--- src/rtl/pir_defines.svh ---
`ifndef PIR_DEFINES_SVH
`define PIR_DEFINES_SVH

// check word generator
`define PIR_CRC_SEED      15'h0010
`define PIR_CRC_POLY      15'h4599

// register_control layout and reset value
`define PIR_CTL_RESET     8'h80
`define PIR_CTL_SRC_BIT   7
`define PIR_CTL_BROADCAST_READ_ENABLE_BIT 0

// command codes, low eleven bits of the command word
`define PIR_CC_READBACK   11'h004
`define PIR_CC_WR_PTR     11'h7e0
`define PIR_CC_WR_BURST   11'h7e1

// byte counts, written as last index
`define PIR_GROUP_LAST    3'd5
`define PIR_BURST_LAST    3'd3

// host serial clock timing
`define PIR_CLK_NS        10
`define PIR_SCK_HALF_NS   100

// host register offsets, byte addresses
`define PIR_A_CTRL        5'h00
`define PIR_A_CMD         5'h04
`define PIR_A_WDATA       5'h08
`define PIR_A_RDLO        5'h0c
`define PIR_A_RDHI        5'h10
`define PIR_A_ISTAT       5'h14
`define PIR_A_IMASK       5'h18

// host interrupt bits
`define PIR_IRQ_DONE      0
`define PIR_IRQ_PECERR    1

`endif

--- src/rtl/pir_pkg.sv ---
`default_nettype none
package pir_pkg;
    typedef enum logic [2:0] {
        D_CMD, D_CPEC, D_WDATA, D_WPEC, D_TXD, D_TXP, D_IGN
    } pir_dev_st_type;

    typedef enum logic [2:0] {
        H_IDLE, H_CMD, H_CPEC, H_WDATA, H_WPEC, H_RDATA, H_RPEC, H_END
    } pir_host_st_type;

    typedef enum logic [1:0] {
        OP_READ, OP_WPTR, OP_WBURST
    } pir_op_type;
endpackage
`default_nettype wire

--- src/rtl/pir_if.sv ---
`timescale 1ns/1ps
`default_nettype none
interface pir_if;
    logic sclk;
    logic cs_n;
    logic mosi;
    logic miso;

    modport host (output sclk, output cs_n, output mosi, input miso);
    modport device (input sclk, input cs_n, input mosi, output miso);
endinterface
`default_nettype wire

--- src/rtl/pir_crc15.sv ---
`timescale 1ns/1ps
`default_nettype none
`include "pir_defines.svh"
module pir_crc15 (
    // clock and reset
    input  wire logic        clk,
    input  wire logic        rst_n,
    // control
    input  wire logic        init,
    input  wire logic        step,
    input  wire logic        din,
    // remainder
    output logic [14:0]      crc
);
    typedef struct packed {
        logic [14:0] crc;
    } pir_crc_st_type;

    pir_crc_st_type q, d;
    logic           fb;
    logic [14:0]    base;

    // one bit of the serial remainder update
    always_comb begin
        d     = q;
        base  = init ? `PIR_CRC_SEED : q.crc; // see RL9
        fb    = din ^ base[14]; // see RL11
        d.crc = base;
        if (step) begin
            // tap bits take feedback, the rest shift up  see RL10 see RL12
            d.crc = {base[13:0], 1'b0} ^ (`PIR_CRC_POLY & {15{fb}});
        end
    end

    // remainder register
    always_ff @(posedge clk or negedge rst_n) begin
        if (!rst_n) begin
            q.crc <= `PIR_CRC_SEED;
        end else begin
            q <= d;
        end
    end

    assign crc = q.crc;
endmodule
`default_nettype wire

--- src/rtl/pir_device.sv ---
// Functional notes
// RL1 - source select set: answer with fast results
// RL2 - host clears select, sets enable, writes pointer
// RL3 - indirect bytes start at pointer, then next
// RL4 - pointer advances after every sent byte; here only after indirect data bytes, not check words or fast bytes
// RL5 - check word after every six data bytes
// RL6 - later only the pointer needs rewriting
// RL7 - burst writes pointer and control, skips two
// RL8 - last chain element read by readback commands
// RL9 - fifteen-bit check over group, seeded first
// RL10 - polynomial taps 15,14,10,8,7,4,3,0
// RL11 - feedback is input xor bit fourteen
// RL12 - tap bits load terms, others shift
// RL13 - check word is remainder shifted, zero lsb
// RL14 - received groups checked, accepted only on match
// RL15 - computed check word appended to sent group
// RL16 - high byte bits 14..7, low 6..0,0
// RL17 - host appends and verifies check words
// RL18 - host may use byte-wise table method
// RL19 - failed check changes nothing, await next
//
// Chosen here: the register addresses and the Avalon-MM register port.
`timescale 1ns/1ps
`default_nettype none
`include "pir_defines.svh"
module pir_device (
    // clock and reset
    input  wire logic        clk,
    input  wire logic        rst_n,
    // serial link
    pir_if.device            link,
    // register readout port
    output logic [7:0]       reg_addr,
    input  wire logic [7:0]  reg_rdata,
    // fast conversion results
    input  wire logic [47:0] fast_data,
    input  wire logic [7:0]  fast_hs,
    // configuration and events
    output logic             readback_source_select,
    output logic             broadcast_read_enable,
    output logic             pec_error,
    output logic             cmd_accepted
);
    import pir_pkg::*;

    typedef struct packed {
        logic [2:0]     sy1;
        logic [2:0]     sy2;
        logic [2:0]     sy3;
        logic [1:0]     lvl;
        pir_dev_st_type st;
        logic [2:0]     bitc;
        logic [2:0]     gcnt;
        logic [15:0]    rx;
        logic [10:0]    cmd;
        logic [31:0]    wbuf;
        logic [2:0]     wlast;
        logic           wburst;
        logic           ind;
        logic           first;
        logic [7:0]     txsr;
        logic           miso;
        logic [7:0]     ptr;
        logic [7:0]     ctl;
        logic           pec_err;
        logic           cmd_ok;
    } pir_dev_type;

    pir_dev_type q, d;
    logic [14:0] crc;
    logic        crc_init;
    logic        crc_step;
    logic        crc_din;
    logic        sck_agree;
    logic        cs_agree;
    logic        rise;
    logic        fall;
    logic        cs_idle;
    logic        mosi_s;
    logic [7:0]  rx_byte;
    logic [15:0] rx_word;
    logic        chk_ok;
    logic [7:0]  tx_byte;

    pir_crc15 u_crc (
        .clk   (clk),
        .rst_n (rst_n),
        .init  (crc_init),
        .step  (crc_step),
        .din   (crc_din),
        .crc   (crc)
    );

    // edge finding on the synchronised link pins
    always_comb begin
        sck_agree = q.sy2[0] == q.sy3[0];
        cs_agree  = q.sy2[1] == q.sy3[1];
        rise      = sck_agree & q.sy3[0] & ~q.lvl[0];
        fall      = sck_agree & ~q.sy3[0] & q.lvl[0];
        cs_idle   = q.lvl[1];
        mosi_s    = q.sy3[2];
        rx_byte   = {q.rx[6:0], mosi_s};
        rx_word   = {q.rx[14:0], mosi_s};
        chk_ok    = rx_word == {crc, 1'b0}; // see RL13 see RL14
    end

    // byte to shift out next
    always_comb begin
        tx_byte = 8'h00;
        if (q.st == D_TXP) begin
            // see RL15 see RL16
            tx_byte = (q.gcnt == 3'd0) ? crc[14:7] : {crc[6:0], 1'b0};
        end else if (q.ind) begin
            tx_byte = reg_rdata; // see RL3
        end else if (q.first) begin
            tx_byte = fast_data[{q.gcnt, 3'b000} +: 8]; // see RL1
        end else begin
            tx_byte = fast_hs;
        end
    end

    // frame handling
    always_comb begin
        d          = q;
        d.sy1      = {link.mosi, link.cs_n, link.sclk};
        d.sy2      = q.sy1;
        d.sy3      = q.sy2;
        d.pec_err  = 1'b0;
        d.cmd_ok   = 1'b0;
        crc_init   = 1'b0;
        crc_step   = 1'b0;
        crc_din    = mosi_s;
        if (sck_agree) begin
            d.lvl[0] = q.sy3[0];
        end
        if (cs_agree) begin
            d.lvl[1] = q.sy3[1];
        end
        if (cs_idle) begin
            // deselected: restart at the command
            d.st     = D_CMD;
            d.bitc   = 3'd0;
            d.gcnt   = 3'd0;
            d.miso   = 1'b0;
            crc_init = 1'b1; // see RL9
        end else if (rise) begin
            d.rx     = rx_word;
            d.bitc   = q.bitc + 3'd1;
            crc_step = (q.st == D_CMD) || (q.st == D_WDATA); // see RL14
            if (q.bitc == 3'd7) begin
                unique case (q.st)
                    D_CMD: begin
                        d.gcnt = q.gcnt + 3'd1;
                        if (q.gcnt == 3'd1) begin
                            d.cmd  = rx_word[10:0];
                            d.gcnt = 3'd0;
                            d.st   = D_CPEC;
                        end
                    end
                    D_CPEC: begin
                        d.gcnt = 3'd1;
                        if (q.gcnt == 3'd1) begin
                            d.gcnt   = 3'd0;
                            crc_init = 1'b1;
                            d.st     = D_IGN;
                            if (!chk_ok) begin
                                d.pec_err = 1'b1; // see RL19
                            end else if (q.cmd == `PIR_CC_READBACK) begin
                                // see RL8
                                d.st     = D_TXD;
                                d.first  = 1'b1;
                                d.cmd_ok = 1'b1;
                                // see RL1 see RL2
                                d.ind    = ~q.ctl[`PIR_CTL_SRC_BIT] & q.ctl[`PIR_CTL_BROADCAST_READ_ENABLE_BIT];
                            end else if (q.cmd == `PIR_CC_WR_PTR) begin
                                d.st     = D_WDATA;
                                d.wlast  = 3'd0;
                                d.wburst = 1'b0;
                            end else if (q.cmd == `PIR_CC_WR_BURST) begin
                                d.st     = D_WDATA;
                                d.wlast  = `PIR_BURST_LAST;
                                d.wburst = 1'b1;
                            end
                        end
                    end
                    D_WDATA: begin
                        d.wbuf = {q.wbuf[23:0], rx_byte};
                        d.gcnt = q.gcnt + 3'd1;
                        if (q.gcnt == q.wlast) begin
                            d.gcnt = 3'd0;
                            d.st   = D_WPEC;
                        end
                    end
                    D_WPEC: begin
                        d.gcnt = 3'd1;
                        if (q.gcnt == 3'd1) begin
                            d.gcnt = 3'd0;
                            d.st   = D_IGN;
                            if (!chk_ok) begin
                                d.pec_err = 1'b1; // see RL19
                            end else begin
                                d.cmd_ok = 1'b1;
                                if (q.wburst) begin
                                    // middle two bytes dropped  see RL7
                                    d.ptr = q.wbuf[31:24];
                                    d.ctl = q.wbuf[7:0];
                                end else begin
                                    d.ptr = q.wbuf[7:0]; // see RL6
                                end
                            end
                        end
                    end
                    D_TXD: begin
                        if (q.ind) begin
                            d.ptr = q.ptr + 8'd1; // see RL4
                        end
                        d.gcnt = q.gcnt + 3'd1;
                        if (q.gcnt == `PIR_GROUP_LAST) begin
                            d.gcnt = 3'd0;
                            d.st   = D_TXP; // see RL5
                        end
                    end
                    D_TXP: begin
                        d.gcnt = 3'd1;
                        if (q.gcnt == 3'd1) begin
                            d.gcnt   = 3'd0;
                            d.first  = 1'b0;
                            d.st     = D_TXD;
                            crc_init = 1'b1; // see RL9
                        end
                    end
                    D_IGN: begin
                        d.gcnt = 3'd0;
                    end
                endcase
            end
        end else if (fall && (q.st == D_TXD || q.st == D_TXP)) begin
            // drive the next bit, msb first
            if (q.bitc == 3'd0) begin
                d.miso = tx_byte[7];
                d.txsr = {tx_byte[6:0], 1'b0};
            end else begin
                d.miso = q.txsr[7];
                d.txsr = {q.txsr[6:0], 1'b0};
            end
            crc_din  = d.miso;
            crc_step = q.st == D_TXD; // see RL9 see RL15
        end
    end

    // state register
    always_ff @(posedge clk or negedge rst_n) begin
        if (!rst_n) begin
            q        <= '0;
            q.sy1    <= 3'h2;
            q.sy2    <= 3'h2;
            q.sy3    <= 3'h2;
            q.lvl    <= 2'h2;
            q.st     <= D_CMD;
            q.ctl    <= `PIR_CTL_RESET;
        end else begin
            q <= d;
        end
    end

    // outputs
    assign link.miso              = q.miso;
    assign reg_addr               = q.ptr;
    assign readback_source_select = q.ctl[`PIR_CTL_SRC_BIT];
    assign broadcast_read_enable  = q.ctl[`PIR_CTL_BROADCAST_READ_ENABLE_BIT];
    assign pec_error              = q.pec_err;
    assign cmd_accepted           = q.cmd_ok;
endmodule
`default_nettype wire

--- src/flat_wrapper.sv ---
// flat-port wrapper written by rule: the top's interface ports become plain ports
module pir_device_flat import pir_pkg::*;
  (clk, rst_n, reg_addr, reg_rdata, fast_data, fast_hs, readback_source_select, broadcast_read_enable, pec_error, cmd_accepted, link_sclk, link_cs_n, link_mosi, link_miso);
  pir_if link_i ();
  input  wire logic clk;
  input  wire logic rst_n;
  output logic [7:0] reg_addr;
  input  wire logic [7:0] reg_rdata;
  input  wire logic [47:0] fast_data;
  input  wire logic [7:0] fast_hs;
  output logic readback_source_select;
  output logic broadcast_read_enable;
  output logic pec_error;
  output logic cmd_accepted;
  input wire logic [$bits(link_i.sclk)-1:0] link_sclk;
  input wire logic [$bits(link_i.cs_n)-1:0] link_cs_n;
  input wire logic [$bits(link_i.mosi)-1:0] link_mosi;
  output wire logic [$bits(link_i.miso)-1:0] link_miso;
  assign link_i.sclk = link_sclk;
  assign link_i.cs_n = link_cs_n;
  assign link_i.mosi = link_mosi;
  assign link_miso = link_i.miso;
  pir_device u_core (.clk(clk), .rst_n(rst_n), .link(link_i), .reg_addr(reg_addr), .reg_rdata(reg_rdata), .fast_data(fast_data), .fast_hs(fast_hs), .readback_source_select(readback_source_select), .broadcast_read_enable(broadcast_read_enable), .pec_error(pec_error), .cmd_accepted(cmd_accepted));
endmodule
--- config.mk ---
export PLATFORM = sky130hd
export DESIGN_NAME = pir_device_flat
export DESIGN_NICKNAME = d
export VERILOG_FILES = /design/src/rtl/pir_pkg.sv /design/src/rtl/pir_if.sv /design/src/rtl/pir_crc15.sv /design/src/rtl/pir_device.sv /design/src/flat_wrapper.sv
export VERILOG_INCLUDE_DIRS = /design/src /design/src/rtl
export SDC_FILE = /design/constraint.sdc
export NUM_CORES = 1
export LEC_CHECK = 0
export BUFFER_PORTS_ARGS = -buffer_cell sky130_fd_sc_hd__buf_2
export CAP_MARGIN = 20
export CORE_MARGIN = 1.5
export CORE_UTILIZATION = 50
export DETAILED_ROUTE_END_ITERATION = 12
export GPL_ROUTABILITY_DRIVEN = 0
export GPL_TIMING_DRIVEN = 0
export PLACE_DENSITY = 0.73
export SYNTH_ARGS = -nofsm -noshare
export SYNTH_HDL_FRONTEND = slang
export SYNTH_SLANG_ARGS = --single-unit
--- constraint.sdc ---
create_clock -name clk -period 2.5 [get_ports clk]
set_clock_uncertainty 0.05 [all_clocks]
set_input_delay 0 -clock clk [delete_from_list [all_inputs] [get_ports clk]]
set_output_delay 0 -clock clk [all_outputs]
set_load 0.1 [all_outputs]
---- Word level (Yosys, flattened, before mapping) ----
Cells that the tools add are included.
storage, ports and cells
  bits in latches ......................... 0
  memories ................................ 0
  word-level logic and storage cells ...... 165
  memory bits (writable) .................. 0
  bits of input ports ..................... 69
  flip-flop bits (word level) ............. 127
  ROM bits ................................ 0
operators by class
  reduce and logical (&&, ||, !) cells .... 27
  div/mod/pow operators ................... 0
  magnitude comparators ................... 0
  muxes and demuxes ....................... 69
  bitwise gates (word level) .............. 13
  multiply operators ...................... 0
  shift operators ......................... 1
  $add $sub $neg .......................... 3
  eq/ne operators ......................... 30
operators by type and width
  kind                  number
  $mux 74               1
  $mux 8                7
  $mux 49               1
  $shiftx 48x7->8       1
  $mux 3                15
  $mux 32               1
  $mux 15               2
  $eq 11x11->1 const B  2
  $mux 11               2
  $reduce_and 7->1      3
  $mux 1                20
  $mux 18               1
  $mux 9                2
  $pmux 3 s6            1
  $eq 16x16->1          1
  $mux 16               1
  $pmux 8 s2            1
  $reduce_and 8->1      2
  $eq 3x3->1 const B    5
  $pmux 3 s5            1
  $xor 15x15->15        1
  $ne 2x1->1 const B    7
  $mux 4                3
  $mux 6                2
  29 further kinds      60

---- Logic depth before layout (Yosys ltp) ----
  depth after elaboration ................. 11
  gate-level depth with buffers ........... 12
  gate-level depth less buffers ........... 9

---- Modules after synthesis ----
From an unflattened synthesis, not the netlist that was laid out.
second synthesis, totals
  cell total of the unflattened synthesis .. 596
  area total of the unflattened synthesis .. 6318.6 µm²
by module, submodules not included
  module      cells each  seq. area each (µm²)  area each (µm²)  times used
  pir_device  526         2533.7                5595.4           1
  pir_crc15   70          376.6                 723.2            1

---- Worst setup path after synthesis ----
No wires, ideal clock.
  path kind ............................... reg-to-reg
  start point ............................. register u_core.q[92] in the netlist's numbering
  end point ............................... register, netlist name u_core.u_crc.crc[14]
  setup time .............................. 0.118 ns
  data required time ...................... 2.332 ns
  cell stages (with the launch flop) ...... 13
  setup slack ............................. -0.142 ns
  period minus slack after synthesis ...... 2.642 ns
  arrival ................................. 2.474 ns
  cells stage by stage .................... dfrtp_1 buf_2 buf_2 inv_1 ha_1 nor2b_1 buf_2 mux2i_1 o21ai_0 o21ai_1 nand2_1 mux2i_1 a21o_1
RTL lines
  item                RTL line          source
  start: declaration  pir_device.sv:69  pir_dev_type q, d;

---- Worst setup path in the final report ----
  start point ............................. register, netlist name u_core.u_crc.crc[10]
  end point ............................... register u_core.q, in the netlist u_core.broadcast_read_enable
between the ends
  word-level cells in the longest chain between the ends .. 2
RTL lines
  item                        RTL line           source
  $eq 16x16->1                pir_device.sv:104  chk_ok = rx_word == {crc, 1'b0};
  $reduce_and 7->1 (no line)  n/a
Every way passes these cells.
A chain may end at the register's enable or synchronous reset.

==> results.py <==
metrics = {
    "status": {
        "outcome": "finished clean",
    },
    "routing": {
        "first_iter_violations": 392,
        "dr.pass1.iters": 6,
        "drtAntennaViolNets": 0,
        "vias": 4885,
        "viasPerCell": 5.84,
        "wl_mm": 15.0,
        "wl_per_cell_um": 18.0,
        "post-route-drc-count": 0,
    },
    "yosys": {
        "synth_cells": 566,
        "synth_top_flop_cell": "dfrtp_1",
        "yosysWarningCount": 0,
        "ys_types": 61,
        "seq_area_frac_synth_pct": 47.4,
        "synth_edf_count": 0,
        "yosys.area.top_type_share_pct": 44.9,
        "avgSynthCellArea_sq_um": 10.8,
        "async_reset_ff_share_pct": 100,
        "syn_nets": 644,
        "synth_most_common_cell": "dfrtp_1",
        "syn_area_sq_um": 6130,
        "synth_top_area_cell": "dfrtp_1",
        "synth_commonest_cells": "dfrtp_1 (110), mux2_2 (70), nand2_1 (41)",
        "ys_ff_latch": 116,
        "synth.area.top_cells": "dfrtp_1 (45%), mux2_2 (13%), xnor2_1 (3.3%)",
    },
    "cts": {
        "clk_latency_ns": 0.41,
        "cts.clk_slew.worst_paths_ns": 0.05,
        "cts_tree": "yes",
        "clk_path_buf_depth": 2,
        "clock-sinks": 116,
        "htreeDepth": 4,
        "numCtsBuffers": 17,
        "clockRootBuffer": "clkbuf_16",
    },
    "global_routing": {
        "grtUsageTotal_pct": 24.1,
        "overflow": 0,
        "antenna_found_initial": 0,
        "grt_pass1_vias": 4978,
        "grt_start_max_net_pins": 64,
        "grt_pass1_wl_mm": 24.0,
    },
    "die": {
        "die_area_sq_um": 12900,
        "start_util_pct": 51.1,
        "die_h_um": 114,
        "num_rows": 40,
        "die_w_um": 114,
        "ios": 82,
        "core_sq_um": 12000,
    },
    "sta": {
        "finalCritPeriodShare_pct": 96.3,
        "worst_slew_pin_slew_ns": 0.702,
        "setup_viol": 0,
        "whs_ns": 0.0239,
        "hold_viol_final": 0,
        "post-route-min-period_ns": 2.41,
        "slew_headroom_pct": 53.2,
        "slew_viol_final": 0,
        "fmax_mhz": 416,
        "rsz0062_at_grt": "no",
    },
    "setup_path": {
        "crit_arrival_ns": 2.65,
        "required_ns": 2.74,
        "critical_path.max_fanout": 6,
        "crit_path_start": "u_core.u_crc.crc[10]",
        "crit_type": "reg2reg",
        "r2r_setup_slack_ns": 0.09,
        "worstSetupEndpoint": "u_core.broadcast_read_enable",
        "reg2regPathDepth": 8,
        "start_kind": "register",
        "r2r-start": "u_core.u_crc.crc[10]",
        "worst_setup_path_end_kind": "register",
        "rr_endpoint": "u_core.broadcast_read_enable",
    },
    "min_path": {
        "min_path_type": "in2reg",
        "hold_start": "fast_hs[4]",
    },
    "pwr": {
        "power.density_nw_per_um2": 688,
        "ir_worst_vdd_v": 0.000322,
        "p_total_mw": 5.23,
        "power_leakage_nw": 3.52,
    },
    "cells_and_area": {
        "diodes": 0,
        "nFillCells": 934,
        "final_core_util_pct": 63.3,
        "synthToLayoutAreaGrowth_pct": 23.9,
        "final_nets": 755,
        "drive_gt1_share_pct": 34.6,
    },
    "place": {
        "hpwl_mm": 10.8,
        "io_buffers": 81,
    },
    "flow_run": {
        "drv_cap": 0,
    },
}
[state kept, by name, summed over array words and instances, names as in the netlist]
register / cells
u_core.readback_source_select: 1
u_core.cmd_accepted: 1
u_core.reg_addr: 8
u_core.cs_idle: 1
u_core.broadcast_read_enable: 1
u_core.link.miso: 1
u_core.mosi_s: 1
u_core.u_crc.crc: 15
u_core.d: 6
u_core.q: 80
u_core.pec_error: 1
[through the flow]
| step | worst slack [ns] | cell area, sq um | instances | setup TNS (ns) |
|---|---|---|---|---|
| after floorplan | 0.00733 | 6140 | 566 | 0 |
| after global placement | -0.396 | 6730 | 794 | -5.99 |
| after detailed placement | -0.489 | 6760 | 795 | -8.57 |
| after CTS | 0.0361 | 7540 | 835 | 0 |
| after global routing | 0.000577 | 7600 | 837 | 0 |
| final | 0.0934 | 7600 | 837 | 0 |
[cell type report]
class                           instances  area, sq um  share of cell area [%]
Timing Repair Buffer                   94          538                    7.08
Clock inverter                          9          200                    2.63
Inverter                               12         45.0                   0.593
Clock buffer                           23          458                    6.03
Sequential cell                       116         2910                    38.3
Multi-Input combinational cell        398         3050                    40.1
Buffer                                 38          214                    2.82
Tap cell                              147          184                    2.42
[critical path: stages, from the launching register on]
cell and delay (ns):
dfrtp_1 0.43, xor2_1 0.18, or4_4 0.49, nor4_4 0.25
buf_4 0.18, nand2_2 0.12, nor2_2 0.18, nand2_2 0.10
mux2_4 0.30
[routing by layer]
layer  global-route usage [%]  vias to the layer above  share of wire [%]
li1                         -                     2273                  -
met1                     27.7                     2391                 40
met2                     42.7                      191                 51
met3                     6.48                       30                5.9
met4                     9.92                        0                2.4
met5                        0                        -                  0
[report_power, final]
group          total, mW  internal [mW]  switching [mW]  leakage (nW)
combinational      0.433          0.219           0.214          1.68
sequential          2.08           1.96           0.125          1.54
clock               2.71           1.89           0.821         0.312
[worst min-delay path by stage]
stage / end / slack, ns / depth (start not counted)
finish: u_core.q[24] / 0.02 / 5
floorplan: u_core.broadcast_read_enable / -0.35 / 0
CTS: u_core.q[24] / 0.02 / 5
global placement: u_core.d[107] / 0.06 / 1
detailed placement: u_core.q[26] / 0.04 / 1
global route: u_core.q[26] / 0.04 / 5
[cell usage in the layout (no fill, tap or decap), drive strengths merged, types with 10 or more instances in the layout]
cell type and n:
nand2 43, nor2 36, dfrtp 110, o21ai 31, a21oi 26, mux2i 17
nand3 26, mux2 73, inv 12, clkbuf 45, xnor2 23, nor3 10
buf 105
[repair_timing]
| action | in CTS | in global routing |
|---|---|---|
| hold endpoints to repair | 53 | 0 |
| pin swaps | 2 | 4 |
| hold buffers | 5 | 0 |
| buffers inserted | 4 | 3 |
| resized for setup | 15 | 12 |
| setup endpoints to repair | 45 | 38 |
[cells by family (layout without fill, tap and decap cells)]
group | Yosys count | count (layout) | synth area share, %
and+or+nand+nor | 152 | 152 | 12.3
DFF | 116 | 116 | 47.4
AOI/OAI and AO/OA | 113 | 113 | 11.8
muxes | 97 | 97 | 18.9
buffers and inverters | 52 | 176 | 3.85
xor gates and xnor gates | 26 | 26 | 3.71
adders and majority gates | 10 | 10 | 2.00
Power figures use the tool's default switching activity.
